File: config.mk
export PLATFORM = sky130hd
export DESIGN_NAME = sync_serial_transmitter
export DESIGN_NICKNAME = d
export VERILOG_FILES = /design/src/sync_serial_transmitter.v
export VERILOG_INCLUDE_DIRS = /design/src
export SDC_FILE = /design/constraint.sdc
export NUM_CORES = 1
export LEC_CHECK = 0
export ABC_AREA = 1
export ABC_CLOCK_PERIOD_IN_PS = 5600
export BUFFER_PORTS_ARGS = -buffer_cell sky130_fd_sc_hd__buf_4
export CORE_ASPECT_RATIO = 1.4
export CORE_MARGIN = 2
export CORE_UTILIZATION = 50
export DETAILED_ROUTE_END_ITERATION = 10
export HOLD_SLACK_MARGIN = 0.06
export PLACE_DENSITY = 0.72
export REMOVE_ABC_BUFFERS = 1
export SETUP_SLACK_MARGIN = 0.1
export SLEW_MARGIN = 20
export SYNTH_ARGS = -nofsm -noshare
export SYNTH_HDL_FRONTEND = slang
export SYNTH_SLANG_ARGS = --single-unit
File: constraint.sdc
create_clock -name i_ref_clk -period 5.6 [get_ports i_ref_clk]
set_input_delay 1.12 -clock i_ref_clk [delete_from_list [all_inputs] [get_ports i_ref_clk]]
set_output_delay 1.12 -clock i_ref_clk [all_outputs]
set_load 0.02 [all_outputs]
File: src/sync_serial_tx_defs.vh
// constants for the clock synchronous serial transmitter
`ifndef SYNC_SERIAL_TX_DEFS_VH
`define SYNC_SERIAL_TX_DEFS_VH

// register word indices (byte address = index * 4)
`define REG_MODE_SELECT 4'h0
`define REG_CONTROL_ZERO 4'h1
`define REG_CONTROL_ONE 4'h2
`define REG_BIT_RATE 4'h3
`define REG_TX_BUFFER 4'h4
`define REG_RX_BUFFER 4'h5
`define REG_FUNC_SELECT 4'h6
`define REG_PORT_DIR 4'h7
`define REG_TX_IRQ_CTRL 4'h8

// reset values
`define RST_MODE_SELECT 8'h00
`define RST_CONTROL_ZERO 8'h08
`define RST_CONTROL_ONE 8'h02
`define RST_BIT_RATE 8'h00
`define RST_FUNC_SELECT 8'h00
`define RST_PORT_DIR 8'h00

// mode select fields
`define MODE_SYNC_CODE 3'b001
`define MODE_EXT_CLK_BIT 3
// control zero fields
`define C0_CLK_SRC_LO 0
`define C0_CLK_SRC_HI 1
`define C0_RTS_SEL_BIT 2
`define C0_TX_EMPTY_BIT 3
`define C0_HS_DISABLE_BIT 4
// control one fields
`define C1_TX_EN_BIT 0
`define C1_TI_BIT 1
`define C1_RX_EN_BIT 2
`define C1_RI_BIT 3
// port direction bit for the receive-data pin
`define PORT_DIR_RXD_BIT 2
// transmit interrupt control request bit
`define IRQ_REQ_BIT 3

// character length and internal source divisors (minus one)
`define CHAR_BITS_M1 3'd7
`define SRC_DIV8_M1 6'd7
`define SRC_DIV32_M1 6'd31
`define SRC_DIV64_M1 6'd63

`endif

File: src/sync_serial_transmitter.v
// clock synchronous serial channel: transmitter, receiver, handshake, Avalon-MM registers
// Contract
// - mode bits 0..2 choose parallel, clock synchronous or asynchronous pin use
// - synchronous mode is mode bit 0 set with bits 1 and 2 clear
// - every synchronous character is exactly eight data bits
// - mode bit 3 clear selects internal clock, set selects external clock
// - mode bits 4..6 ignored in synchronous mode; software keeps bit 7 zero
// - control zero bits 0,1 pick internal source; ignored with external clock
// - shift clock is source divided by rate value plus one, then two
// - control zero bit 2 selects clear-to-send input or request-to-send output
// - control zero bit 4 set disables handshake and frees the pin
// - start needs enable set, buffer-empty clear and clear-to-send low
// - data bits change on shift clock falling edges, least significant first
// - buffer write clears buffer-empty; move to shift register sets it
// - next byte loads automatically once shifter empties and start holds
// - with request-to-send selected, clear-to-send is ignored for start
// - once started, flags and clear-to-send are ignored until character ends
// - start is checked only in end window, allowing back to back bytes
// - shift-empty sets the cycle after window rises, clears at start
// - buffer-empty rising sets the transmit interrupt request bit
// - internal clock may drive one of three clock pins; no mid-character change
// - pin codes 00/01 main pin, 10 receive pin, 11 handshake pin
// - idle receive-data pin drives high if direction bit set, else floats; the code floats it always with pin code 00 or an external clock
// - receiver samples and shifts one bit per incoming clock rising edge
// - request-to-send goes low when ready, high again when reception starts
//
// Added by the designer: the address map and the Avalon-MM register port.
`include "sync_serial_tx_defs.vh"

module sync_serial_transmitter (
  input wire i_ref_clk,
  input wire i_sys_rst,
  input wire [5:0] i_avs_address,
  input wire i_avs_read,
  input wire i_avs_write,
  input wire [31:0] i_avs_writedata,
  input wire [3:0] i_avs_byteenable,
  output reg [31:0] o_avs_readdata,
  output wire o_avs_waitrequest,
  input wire i_shift_clock_in,
  input wire i_serial_data_in,
  input wire i_clear_to_send_in,
  output reg o_serial_data_out,
  output reg o_serial_data_oe,
  output reg o_main_clock_pin,
  output reg o_main_clock_oe,
  output reg o_aux_clock_out_a,
  output reg o_aux_clock_out_a_oe,
  output reg o_aux_clock_out_b,
  output reg o_aux_clock_out_b_oe,
  output wire o_tx_irq_req
);

  localparam [2:0] ST_IDLE = 3'b001;
  localparam [2:0] ST_HIGH = 3'b010;
  localparam [2:0] ST_LOW = 3'b100;
  // reset words held as constants so that single flag bits can be picked out
  localparam [7:0] RST_C0 = `RST_CONTROL_ZERO;
  localparam [7:0] RST_C1 = `RST_CONTROL_ONE;

  reg [7:0] mode_q;
  reg [7:0] ctrl0_q;
  reg tx_en_q, ti_q, rx_en_q, ri_q, tx_empty_q;
  reg [7:0] rate_q;
  reg [7:0] txbuf_q;
  reg [7:0] rxbuf_q;
  reg [7:0] fsel_q;
  reg [7:0] pdir_q;
  reg irq_q;
  reg ack_q;
  reg [2:0] state_q;
  reg [7:0] shreg_q;
  reg [2:0] bitcnt_q;
  reg [5:0] pre_q;
  reg [7:0] brg_q;
  reg [7:0] rxsh_q;
  reg [2:0] rxcnt_q;
  reg rts_hold_q;
  reg rts_n_q;
  reg sclk_m_q, sclk_s_q, sclk_d_q;
  reg rxd_m_q, rxd_s_q;
  reg cts_m_q, cts_s_q;

  ////////////////////////////////////////////////////////////////////////
  // decoded configuration
  // mode decode
  // sync code
  // mode bits 4..7 are deliberately not looked at here
  // ignored bits
  wire sync_mode = (mode_q[2:0] == `MODE_SYNC_CODE);
  wire ext_clk = mode_q[`MODE_EXT_CLK_BIT];
  wire hs_off = ctrl0_q[`C0_HS_DISABLE_BIT];
  wire rts_sel = ctrl0_q[`C0_RTS_SEL_BIT];
  wire [1:0] pin_sel = fsel_q[1:0];
  wire multi_clk = sync_mode && !ext_clk && (pin_sel != 2'b00);
  wire idle = state_q[0];
  // the end window is simply "no character in flight"
  wire tend = idle;

  // bus handshake: one wait cycle, then the access completes
  wire req = i_avs_read | i_avs_write;
  wire acc = req & ack_q;
  wire [3:0] widx = i_avs_address[5:2];
  wire buf_wr = acc && i_avs_write && i_avs_byteenable[0] && (widx == `REG_TX_BUFFER);
  wire rxbuf_rd = acc && i_avs_read && (widx == `REG_RX_BUFFER);
  assign o_avs_waitrequest = req & ~ack_q;
  assign o_tx_irq_req = irq_q;

  ////////////////////////////////////////////////////////////////////////
  // pin synchronisers and external clock edges
  // two stages before any logic; the third stage only feeds edge detection
  always @(posedge i_ref_clk or posedge i_sys_rst) begin
    if (i_sys_rst) begin
      sclk_m_q <= 1'b1;
      sclk_s_q <= 1'b1;
      sclk_d_q <= 1'b1;
      rxd_m_q <= 1'b1;
      rxd_s_q <= 1'b1;
      cts_m_q <= 1'b1;
      cts_s_q <= 1'b1;
    end else begin
      sclk_m_q <= i_shift_clock_in;
      sclk_s_q <= sclk_m_q;
      sclk_d_q <= sclk_s_q;
      rxd_m_q <= i_serial_data_in;
      rxd_s_q <= rxd_m_q;
      cts_m_q <= i_clear_to_send_in;
      cts_s_q <= cts_m_q;
    end
  end

  wire ext_rise = sclk_s_q & ~sclk_d_q;
  wire ext_fall = ~sclk_s_q & sclk_d_q;

  ////////////////////////////////////////////////////////////////////////
  // internal source and bit-rate divider
  // source pick
  reg src_tick;
  always @* begin
    case (ctrl0_q[`C0_CLK_SRC_HI:`C0_CLK_SRC_LO])
      2'b00: src_tick = 1'b1;
      2'b01: src_tick = (pre_q[2:0] == `SRC_DIV8_M1);
      2'b10: src_tick = (pre_q[4:0] == `SRC_DIV32_M1);
      default: src_tick = (pre_q == `SRC_DIV64_M1);
    endcase
  end

  // divide by n+1; each half tick toggles the clock, giving the /2
  wire half_tick = src_tick && (brg_q == rate_q);
  always @(posedge i_ref_clk or posedge i_sys_rst) begin
    if (i_sys_rst) begin
      pre_q <= 6'h00;
      brg_q <= 8'h00;
    end else begin
      pre_q <= pre_q + 6'h01;
      if (idle) begin
        brg_q <= 8'h00;
      end else if (src_tick) begin
        brg_q <= half_tick ? 8'h00 : brg_q + 8'h01;
      end
    end
  end

  ////////////////////////////////////////////////////////////////////////
  // transmit sequencer
  // start gate
  // cts bypass with rts selected or handshake off
  wire cts_ok = rts_sel | hs_off | ~cts_s_q;
  // start checked only in the end window
  wire start = sync_mode && tend && tx_en_q && !ti_q && cts_ok;
  wire fall_evt = state_q[1] && (ext_clk ? ext_fall : half_tick);
  wire rise_evt = state_q[2] && (ext_clk ? ext_rise : half_tick);

  // no start inputs are consulted outside ST_IDLE
  always @(posedge i_ref_clk or posedge i_sys_rst) begin
    if (i_sys_rst) begin
      state_q <= ST_IDLE;
      shreg_q <= 8'hff;
      bitcnt_q <= 3'd0;
      o_serial_data_out <= 1'b1;
    end else begin
      case (state_q)
        ST_IDLE: begin
          o_serial_data_out <= 1'b1;
          if (start) begin
            shreg_q <= txbuf_q;
            bitcnt_q <= 3'd0;
            state_q <= ST_HIGH;
          end
        end
        ST_HIGH: begin
          if (fall_evt) begin
            o_serial_data_out <= shreg_q[0];
            shreg_q <= {1'b1, shreg_q[7:1]};
            state_q <= ST_LOW;
          end
        end
        ST_LOW: begin
          if (rise_evt) begin
            if (bitcnt_q == `CHAR_BITS_M1) begin
              state_q <= ST_IDLE;
            end else begin
              bitcnt_q <= bitcnt_q + 3'd1;
              state_q <= ST_HIGH;
            end
          end
        end
        default: state_q <= ST_IDLE;
      endcase
    end
  end

  // internal shift clock; idles high
  wire shift_clk = ~state_q[2];

  ////////////////////////////////////////////////////////////////////////
  // receive shifter and request-to-send
  // receiver follows its own generated clock in internal mode
  wire rx_rise = ext_clk ? ext_rise : rise_evt;
  always @(posedge i_ref_clk or posedge i_sys_rst) begin
    if (i_sys_rst) begin
      rxsh_q <= 8'h00;
      rxcnt_q <= 3'd0;
      rxbuf_q <= 8'h00;
      rts_hold_q <= 1'b0;
      rts_n_q <= 1'b1;
    end else begin
      if (!rx_en_q || !sync_mode) begin
        rxcnt_q <= 3'd0;
        rts_hold_q <= 1'b0;
      end else if (rx_rise) begin
        // sample and shift one bit per rising edge
        rxsh_q <= {rxd_s_q, rxsh_q[7:1]};
        rxcnt_q <= rxcnt_q + 3'd1;
        rts_hold_q <= 1'b1;
        if (rxcnt_q == `CHAR_BITS_M1) begin
          rxbuf_q <= {rxd_s_q, rxsh_q[7:1]};
        end
      end else if (buf_wr) begin
        rts_hold_q <= 1'b0;
      end
      // low when enabled, buffer loaded and reception not yet begun
      rts_n_q <= ~(rx_en_q && !ti_q && !rts_hold_q && !rx_rise);
    end
  end

  ////////////////////////////////////////////////////////////////////////
  // pin routing
  // only the internal clock may fan out to the extra pins
  // code 00/01 main, 10 receive pin, 11 handshake pin
  // idle receive pin high or floating by direction bit, only with the internal clock on pin code 01 or 11
  always @* begin
    o_serial_data_oe = sync_mode;
    o_main_clock_pin = 1'b1;
    o_main_clock_oe = sync_mode && !ext_clk;
    o_aux_clock_out_a = 1'b1;
    o_aux_clock_out_a_oe = 1'b0;
    o_aux_clock_out_b = 1'b1;
    o_aux_clock_out_b_oe = 1'b0;
    if (multi_clk) begin
      case (pin_sel)
        2'b10: begin
          o_aux_clock_out_a = shift_clk;
          o_aux_clock_out_a_oe = 1'b1;
        end
        2'b11: begin
          o_aux_clock_out_a_oe = pdir_q[`PORT_DIR_RXD_BIT];
          o_aux_clock_out_b = shift_clk;
          o_aux_clock_out_b_oe = 1'b1;
        end
        default: begin
          o_main_clock_pin = shift_clk;
          o_aux_clock_out_a_oe = pdir_q[`PORT_DIR_RXD_BIT];
        end
      endcase
    end else begin
      o_main_clock_pin = ext_clk ? 1'b1 : shift_clk; // pin is an input with an external clock
      if (sync_mode && rts_sel && !hs_off) begin
        o_aux_clock_out_b = rts_n_q;
        o_aux_clock_out_b_oe = 1'b1;
      end
    end
  end

  ////////////////////////////////////////////////////////////////////////
  // registers and bus slave
  always @(posedge i_ref_clk or posedge i_sys_rst) begin
    if (i_sys_rst) begin
      ack_q <= 1'b0;
      o_avs_readdata <= 32'h00000000;
      mode_q <= `RST_MODE_SELECT;
      ctrl0_q <= `RST_CONTROL_ZERO;
      tx_en_q <= RST_C1[`C1_TX_EN_BIT];
      ti_q <= RST_C1[`C1_TI_BIT];
      rx_en_q <= RST_C1[`C1_RX_EN_BIT];
      ri_q <= RST_C1[`C1_RI_BIT];
      tx_empty_q <= RST_C0[`C0_TX_EMPTY_BIT];
      rate_q <= `RST_BIT_RATE;
      txbuf_q <= 8'h00;
      fsel_q <= `RST_FUNC_SELECT;
      pdir_q <= `RST_PORT_DIR;
      irq_q <= 1'b0;
    end else begin
      ack_q <= req & ~ack_q;
      // read data captured in the wait cycle, stands while waitrequest is low
      if (req && !ack_q) begin
        case (widx)
          `REG_MODE_SELECT: o_avs_readdata <= {24'h000000, mode_q};
          `REG_CONTROL_ZERO: o_avs_readdata <= {24'h000000, ctrl0_q[7:4], tx_empty_q, ctrl0_q[2:0]};
          `REG_CONTROL_ONE: o_avs_readdata <= {28'h0000000, ri_q, rx_en_q, ti_q, tx_en_q};
          `REG_BIT_RATE: o_avs_readdata <= {24'h000000, rate_q};
          `REG_RX_BUFFER: o_avs_readdata <= {24'h000000, rxbuf_q};
          `REG_FUNC_SELECT: o_avs_readdata <= {24'h000000, fsel_q};
          `REG_PORT_DIR: o_avs_readdata <= {24'h000000, pdir_q};
          `REG_TX_IRQ_CTRL: o_avs_readdata <= {28'h0000000, irq_q, 3'b000};
          default: o_avs_readdata <= 32'h00000000;
        endcase
      end
      if (acc && i_avs_write && i_avs_byteenable[0]) begin
        case (widx)
          `REG_MODE_SELECT: mode_q <= i_avs_writedata[7:0];
          `REG_CONTROL_ZERO: ctrl0_q <= i_avs_writedata[7:0];
          `REG_CONTROL_ONE: begin
            tx_en_q <= i_avs_writedata[`C1_TX_EN_BIT];
            rx_en_q <= i_avs_writedata[`C1_RX_EN_BIT];
          end
          `REG_BIT_RATE: rate_q <= i_avs_writedata[7:0];
          `REG_TX_BUFFER: txbuf_q <= i_avs_writedata[7:0];
          `REG_FUNC_SELECT: fsel_q <= i_avs_writedata[7:0];
          `REG_PORT_DIR: pdir_q <= i_avs_writedata[7:0];
          default: ;
        endcase
      end
      // write clears, transfer sets; a write in the load cycle wins so new data is kept
      if (buf_wr) begin
        ti_q <= 1'b0;
      end else if (start) begin
        ti_q <= 1'b1;
      end
      // rising buffer-empty sets the request; set beats software clear
      if (start && !buf_wr) begin
        irq_q <= 1'b1;
      end else if (acc && i_avs_write && i_avs_byteenable[0] && (widx == `REG_TX_IRQ_CTRL)) begin
        irq_q <= i_avs_writedata[`IRQ_REQ_BIT];
      end
      // shift-empty one cycle after the window, cleared on start
      if (start) begin
        tx_empty_q <= 1'b0;
      end else if (tend) begin
        tx_empty_q <= 1'b1;
      end
      // receive-full flag: set on completed byte, cleared by read or disable
      if (rx_en_q && sync_mode && rx_rise && rxcnt_q == `CHAR_BITS_M1) begin
        ri_q <= 1'b1;
      end else if (rxbuf_rd || !rx_en_q) begin
        ri_q <= 1'b0;
      end
    end
  end

endmodule

==> results of run 1 <==
==> through the flow <==
stage	cells	total power [W]
floorplan	664	0.00150
global placement	848	0.00164
detailed placement	848	0.00166
CTS	880	0.00268
global route	880	0.00281
finish	880	0.00267
==> final cells by class <==
| type | count | area, µm² | share of cell area, % |
|---|---|---|---|
| Multi-Input combinational cell | 484 | 2320 | 35.2 |
| Inverter | 62 | 235 | 3.58 |
| Clock buffer | 23 | 488 | 7.42 |
| Sequential cell | 118 | 2980 | 45.3 |
| Tap cell | 144 | 180 | 2.74 |
| Clock inverter | 9 | 75.1 | 1.14 |
| Timing Repair Buffer | 40 | 300 | 4.57 |
==> synth_stat cells (all sizes together) <==
| master | instances | share of area [%] |
|---|---|---|
| nand2 | 237 | 16 |
| dfrtp | 98 | 43 |
| o21ai | 72 | 6.3 |
| inv | 61 | 4.0 |
| nand3 | 52 | 5.1 |
| buf | 32 | 4.0 |
| nor2 | 31 | 2.3 |
| dfstp | 20 | 9.2 |
| nand4 | 17 | 1.9 |
| a21oi | 14 | 1.4 |
| ha | 8 | 1.8 |
| clkbuf | 7 | 0.46 |
| nor3 | 6 | 1.0 |
| xnor2 | 4 | 0.62 |
| xor2 | 4 | 0.62 |
| o21a | 3 | 0.40 |
| o211ai | 2 | 0.26 |
| or2 | 2 | 0.22 |
| a21boi | 1 | 0.13 |
| a31o | 1 | 0.15 |
| a31oi | 1 | 0.11 |
| a41o | 1 | 0.18 |
| clkinv | 1 | 0.066 |
| conb | 1 | 0.066 |
| o221ai | 1 | 0.15 |
| o22ai | 1 | 0.11 |
| o2bb2ai | 1 | 0.15 |
| o31ai | 1 | 0.13 |
==> critical path: cells and delay by family, from the launching register on <==
family / cells / cell delay, ns
flip-flops: 1 / 0.39
AO/OA/AOI/OAI: 2 / 0.33
buffers and inverters: 2 / 0.23
AND/OR/NAND/NOR: 4 / 0.55
==> layer usage <==
| layer | vias to the layer above | part of all wire (%) | global-route usage, % |
|---|---|---|---|
| met5 | - | 0 | 0 |
| met4 | 0 | 3.9 | 12.1 |
| met3 | 43 | 5.3 | 4.97 |
| met1 | 2225 | 40 | 27.9 |
| met2 | 184 | 51 | 39.2 |
| li1 | 2247 | - | - |
==> worst paths after layout <==
path	endpoint	startpoint	cells after the start
min reg2reg	cts_s_q$_DFF_PP1_	cts_m_q$_DFF_PP1_	0
min	cts_s_q$_DFF_PP1_	cts_m_q$_DFF_PP1_	0
max in group asynchronous	tx_empty_q$_DFFE_PP1P_	i_sys_rst	3
min in group asynchronous	pre_q[0]$_DFF_PP0_	i_sys_rst	2
max reg2reg	rxbuf_q[0]$_DFFE_PP0P_	pre_q[0]$_DFF_PP0_	15
max	o_aux_clock_out_b	mode_q[2]$_DFFE_PP0P_	8
==> cells by family (layout without fill, tap and decap cells) <==
family | Yosys count | in the layout | share of synthesized area [%]
other | 1 | 24 | 0.0659
adders and majority gates | 8 | 8 | 1.76
xor gates and xnor gates | 8 | 8 | 1.23
buffers and inverters | 101 | 134 | 8.55
DFF | 118 | 118 | 52.3
and+or+nand+nor | 345 | 345 | 26.6
AOI/OAI and AO/OA | 99 | 99 | 9.54
==> state kept, by name, indices dropped and copies added, names as in the netlist, 3 cells and up <==
| signal | cells |
|---|---|
| brg_q | 8 |
| fsel_q | 8 |
| mode_q | 8 |
| o_avs_readdata | 8 |
| pdir_q | 8 |
| rate_q | 8 |
| rxbuf_q | 8 |
| shreg_q | 8 |
| txbuf_q | 8 |
| ctrl0_q | 7 |
| rxsh_q | 7 |
| pre_q | 6 |
| bitcnt_q | 3 |
| rxcnt_q | 3 |
| state_q | 3 |
==> power groups by stage <==
stage | clock (W) | combinational (W) | sequential, W
2_1_floorplan | 0 | 0.000406 | 0.00109
3_3_place_gp | 0 | 0.000543 | 0.00109
3_5_place_dp | 0 | 0.000563 | 0.00110
4_1_cts | 0.00103 | 0.000566 | 0.00109
5_1_grt | 0.00107 | 0.000634 | 0.00110
6_report | 0.00102 | 0.000566 | 0.00109
==> impl_metrics.json, run 1 <==
{
  "avgSynthCellArea_um2": 8.37,
  "diodes": 0,
  "route.detailed.wl_per_inst_um": 15.1,
  "row_count": 46,
  "power_frac_comb_pct": 21.2,
  "fmax_mhz": 329,
  "r2r_slack_ns": 3.34,
  "hpwl_um": 9570,
  "maxCapViolations": 0,
  "holdBufCountCts": 0,
  "setup_violations": 0,
  "place_ws_ns": 2.69,
  "layout_worst_path_cycle_share_pct": 54.3,
  "cts.reportedPaths.clkPinSlew_ns": 0.05,
  "grt_usage_pct": 23.2,
  "die_area_um2": 12300,
  "overflow": 0,
  "final_antenna_net_count": 0,
  "coreArea_um2": 11200,
  "arrival_ns": 1.92,
  "viasPerCell": 5.34,
  "grt_max_degree": 81,
  "vdd_ir_drop_max_v": 0.000244,
  "crit_slowest_cell": "dfrtp_1",
  "cpMostUsedCell": "nor2_1",
  "p_seq_share_pct": 40.8,
  "drt-total-wl_um": 13300,
  "outcome": "completed",
  "die_w_um": 94.2,
  "cp_max_fo": 3,
  "layout_commonest_cell": "nand2_1",
  "ios": 91,
  "ys.warnings.count": 0,
  "cts_htree_levels": 4,
  "insertion_delay_ns": 0.41,
  "final_util_pct": 58.6,
  "port-buffer-count": 37,
  "clockPowerShare_pct": 38.0,
  "leakage_nw": 3.32,
  "min_path_type": "register to register",
  "yosysUniqueCellTypes": 43,
  "drt_iter0_drc": 439,
  "design_area_um2": 6570,
  "nets": 780,
  "ys_seq_area_share_pct": 52.3,
  "p_sw_share_pct": 31.6,
  "slowest_delay_ns": 0.39,
  "layout_common_cells": "nand2_1, dfrtp_1, o21ai_0",
  "dr.pass1.iters": 6,
  "post_cts_resize_count": 0,
  "die_h_um": 130,
  "root_buffer": "clkbuf_16",
  "setup-tns-final_ns": 0,
  "relSlewSlack_pct": 35.9,
  "fin_worst_skew_ns": 0.00815,
  "p_sw_w": 0.000845,
  "fin_crit_ns": 3.04,
  "syn_area_um2": 5690,
  "pwr_density_cell_nw_per_um2": 407,
  "crit_type": "register to primary output",
  "gp_congestion": 0.939,
  "antenna_found_initial": 0,
  "hold_ws_ns": 0.354,
  "fillers": 992,
  "cts_buffers": 17,
  "grt_pass1_vias": 4491,
  "cp-end-kind": "primary output",
  "grt_pass1_wl_um": 21800,
  "ys_ff_latch": 118,
  "internal_power_w": 0.00183,
  "slew_violations": 0,
  "numClockSinks": 118,
  "route.detailed.drc": 0,
  "cp_data_required_time_ns": 4.48,
  "post-cts-setup-buffer-count": 0,
  "syn_inst": 680,
  "crit_chain": "inv_1 -> nand3_1 -> nor2_1 -> o21ai_0 -> nand4_1 -> nor2_1 -> a31oi_1 -> buf_4",
  "setup_ws_ns": 2.56,
  "cts_tree": "done",
  "areaGrowthSynthToFinish_pct": 15.4,
  "start_kind": "register",
  "vias": 4699,
  "max-clock-path-buffers": 2,
  "drive_above_1_share_pct": 16.3,
  "hold_viol": 0,
  "start_util_pct": 50.7,
  "tightest_slew_ns": 0.961,
  "dpl_cell_area_um2": 6010,
  "rsz0062_at_grt": "false"
}
(Power assumes the default switching activity.)
==> inputs of run 2 (changes only) <==
- ABC_AREA: 1 -> 0
- ABC_CLOCK_PERIOD_IN_PS: 5600 -> 2550
- PLACE_DENSITY: 0.72 -> 0.74
- clock period: 5.6 -> 2.55 ns (I/O delays scaled with it)
==> run 2 against run 1 <==
Against the previous run: sequential power up 120%; area after synthesis up 4.6%; combinational power up 140%; clock skew down 0.0016 ns; cell area up 6.0%; hold slack worse by 0.18 ns; flip-flop and latch count unchanged; count of clock-buffer cells in the layout up 1; via count down 13%; setup slack worse by 2.4 ns; power up 130%.
==> impl_metrics.json, run 2 <==
{
  "hold_ws_ns": 0.175,
  "p_sw_w": 0.00185,
  "cp_top_family": "simple AND/OR/NAND/NOR gates",
  "insertion_delay_ns": 0.41,
  "vias": 4070,
  "hold_viol": 0,
  "dr_wl_met3_um": 450,
  "syn_area_um2": 5960,
  "cts_buffers": 17,
  "grt_pass1_vias": 4304,
  "gp_congestion": 0.872,
  "viasPerCell": 5.68,
  "numClockSinks": 118,
  "vdd_ir_drop_max_v": 0.000607,
  "maxCapViolations": 0,
  "relSlewSlack_pct": 61.4,
  "p_sw_share_pct": 30.8,
  "crit_buf_inv": 2,
  "wl_met1_um": 5250,
  "die_w_um": 96.2,
  "crit_slowest_cell": "or3b_4",
  "ios": 91,
  "drt-total-wl_um": 13200,
  "max-clock-path-buffers": 2,
  "ys_seq_area_share_pct": 50.0,
  "syn_inst": 504,
  "pwr_density_cell_nw_per_um2": 864,
  "fmax_mhz": 422,
  "holdBufCountCts": 0,
  "synthArstFlopShare_pct": 100,
  "grt_max_degree": 47,
  "clockPowerShare_pct": 36.8,
  "nets": 614,
  "tightest_slew_ns": 0.579,
  "yosysMostFrequentCell": "dfrtp_1",
  "yosysTopAreaCell": "dfrtp_1",
  "fin_crit_ns": 2.37,
  "ys_ff_latch": 118,
  "diodes": 0,
  "ys.warnings.count": 0,
  "cts_tree": "done",
  "die_h_um": 133,
  "layout_commonest_cell": "dfrtp_1",
  "final_antenna_net_count": 0,
  "r2r_slack_ns": 0.26,
  "root_buffer": "clkbuf_16",
  "setup-tns-final_ns": 0,
  "cp_data_required_time_ns": 2.04,
  "setup_violations": 0,
  "layout_worst_path_cycle_share_pct": 92.9,
  "p_seq_share_pct": 40.7,
  "slew_violations": 0,
  "ys.flop_type": "dfrtp_1",
  "ys_top_cells_by_count": "dfrtp_1, mux2_2, nand2_1, nor2_1, buf_4",
  "synth_edf_count": 0,
  "min_path_type": "primary input to asynchronous set/reset pin",
  "yosysUniqueCellTypes": 70,
  "overflow": 0,
  "route.detailed.wl_per_inst_um": 18.4,
  "rsz0062_at_grt": "false",
  "die_area_um2": 12800,
  "crit_type": "register to primary output",
  "cts.reportedPaths.clkPinSlew_ns": 0.05,
  "cp_max_fo": 4,
  "grt_usage_pct": 22.7,
  "internal_power_w": 0.00416,
  "hpwl_um": 9470,
  "row_count": 47,
  "dr.pass1.iters": 4,
  "leakage_nw": 3.35,
  "fillers": 935,
  "top_layer": "met4",
  "cts_htree_levels": 4,
  "port-buffer-count": 37,
  "drt_iter0_drc": 255,
  "netlist.area_leader.share_pct": 41.2,
  "power_frac_comb_pct": 22.5,
  "final_util_pct": 59.5,
  "start_util_pct": 50.9,
  "slowest_delay_ns": 0.46,
  "crit_chain": "or3b_4 -> inv_4 -> o2111ai_2 -> o22a_1 -> buf_4",
  "route.met2.wl_um": 7190,
  "avgSynthCellArea_um2": 11.8,
  "fin_worst_skew_ns": 0.00654,
  "cp-end-kind": "primary output",
  "arrival_ns": 1.86,
  "layout_common_cells": "dfrtp_1, mux2_2, buf_4",
  "route.detailed.drc": 0,
  "antenna_found_initial": 0,
  "start_kind": "register",
  "coreArea_um2": 11700,
  "outcome": "completed",
  "grt_pass1_wl_um": 22000,
  "drive_above_1_share_pct": 34.7,
  "areaGrowthSynthToFinish_pct": 16.9,
  "ys_top_cells_by_area": "dfrtp_1, mux2_2, dfstp_2, mux2i_1, buf_4"
}
## run 2: cell types whose count changed in the layout (fill, tap and decap cells not counted), sizes merged, moves of 9 or more
cell,change
a31oi,+9
buf,+17
inv,-50
mux2,+67
mux2i,+22
nand2,-203
nand3,-41
nand3b,+9
nand4,-16
o21ai,-58
## run 2: cells by family (layout without fill, tap and decap cells)
group                      count (synthesis)  in the layout  synth area share (%)
and+or+nand+nor                          128            128                  11.9
AOI/OAI and AO/OA                         87             87                  10.7
muxes                                     92             92                  18.1
xor gates and xnor gates                  13             13                  1.91
adders and majority gates                  8              8                  1.68
buffers and inverters                     57            100                  5.76
other                                      1             24                0.0630
DFF                                      118            118                  50.0
## run 2: worst reg2reg max path, delay by kind of cell, from the launching register on
kind | cells | cell delay [ns]
AOI/OAI and AO/OA | 2 | 0.32
xor gates and xnor gates | 1 | 0.19
adders and majority gates | 2 | 0.39
buffers and inverters | 2 | 0.23
DFF | 1 | 0.39
and+or+nand+nor | 4 | 0.63
## run 2: final cells by class
| cell class | count | area, µm² | share of cell area, % |
|---|---|---|---|
| Clock inverter | 8 | 47.5 | 0.683 |
| Sequential cell | 118 | 2980 | 42.8 |
| Tap cell | 147 | 184 | 2.64 |
| Clock buffer | 24 | 513 | 7.37 |
| Inverter | 11 | 46.3 | 0.665 |
| Timing Repair Buffer | 57 | 440 | 6.32 |
| Multi-Input combinational cell | 352 | 2760 | 39.6 |
## run 2: per-layer routing
layer / global-route usage (%) / vias up
met4: 7.78 / 0
met3: 5.09 / 23
met1: 26.7 / 2033
met2: 40.0 / 120
met5: 0 / -
li1: - / 1894
## run 2: through the flow
| stage | setup slack [ns] | instance area (µm²) | cells | total power (W) |
|---|---|---|---|---|
| 6_report | 0.181 | 6960 | 717 | 0.00601 |
| 5_1_grt | 0.104 | 6960 | 717 | 0.00630 |
| 4_1_cts | 0.107 | 6910 | 715 | 0.00600 |
| 3_5_place_dp | 0.189 | 6350 | 683 | 0.00378 |
| 3_3_place_gp | 0.244 | 6350 | 683 | 0.00372 |
| 2_1_floorplan | -1.06 | 5740 | 481 | 0.00333 |
## run 2: final timing paths
kind                                        from                     end  cells after the start
max reg2reg                   pre_q[0]$_DFF_PP0_    brg_q[6]$_DFFE_PP0P_                     11
max                        mode_q[2]$_DFFE_PP0P_       o_aux_clock_out_b                      5
max in group asynchronous              i_sys_rst  ctrl0_q[7]$_DFFE_PP0P_                      3
min                                    i_sys_rst      pre_q[0]$_DFF_PP0_                      2
min in group i_ref_clk          i_shift_clock_in      sclk_m_q$_DFF_PP1_                      1
min reg2reg                    cts_m_q$_DFF_PP1_       cts_s_q$_DFF_PP1_                      0
## run 2: power groups by stage
stage                     clock network, W  logic [W]  registers [W]
final                              0.00221    0.00135        0.00245
after global routing               0.00232    0.00150        0.00248
after CTS                          0.00224    0.00133        0.00244
after detailed placement                 0    0.00131        0.00247
after global placement                   0    0.00127        0.00245
after floorplan                          0   0.000926        0.00241
## run 2: repair_timing
action                     4_1_cts  5_1_grt
setup endpoints to repair        0       14
gates resized for setup          0        8
setup buffers                    0        2
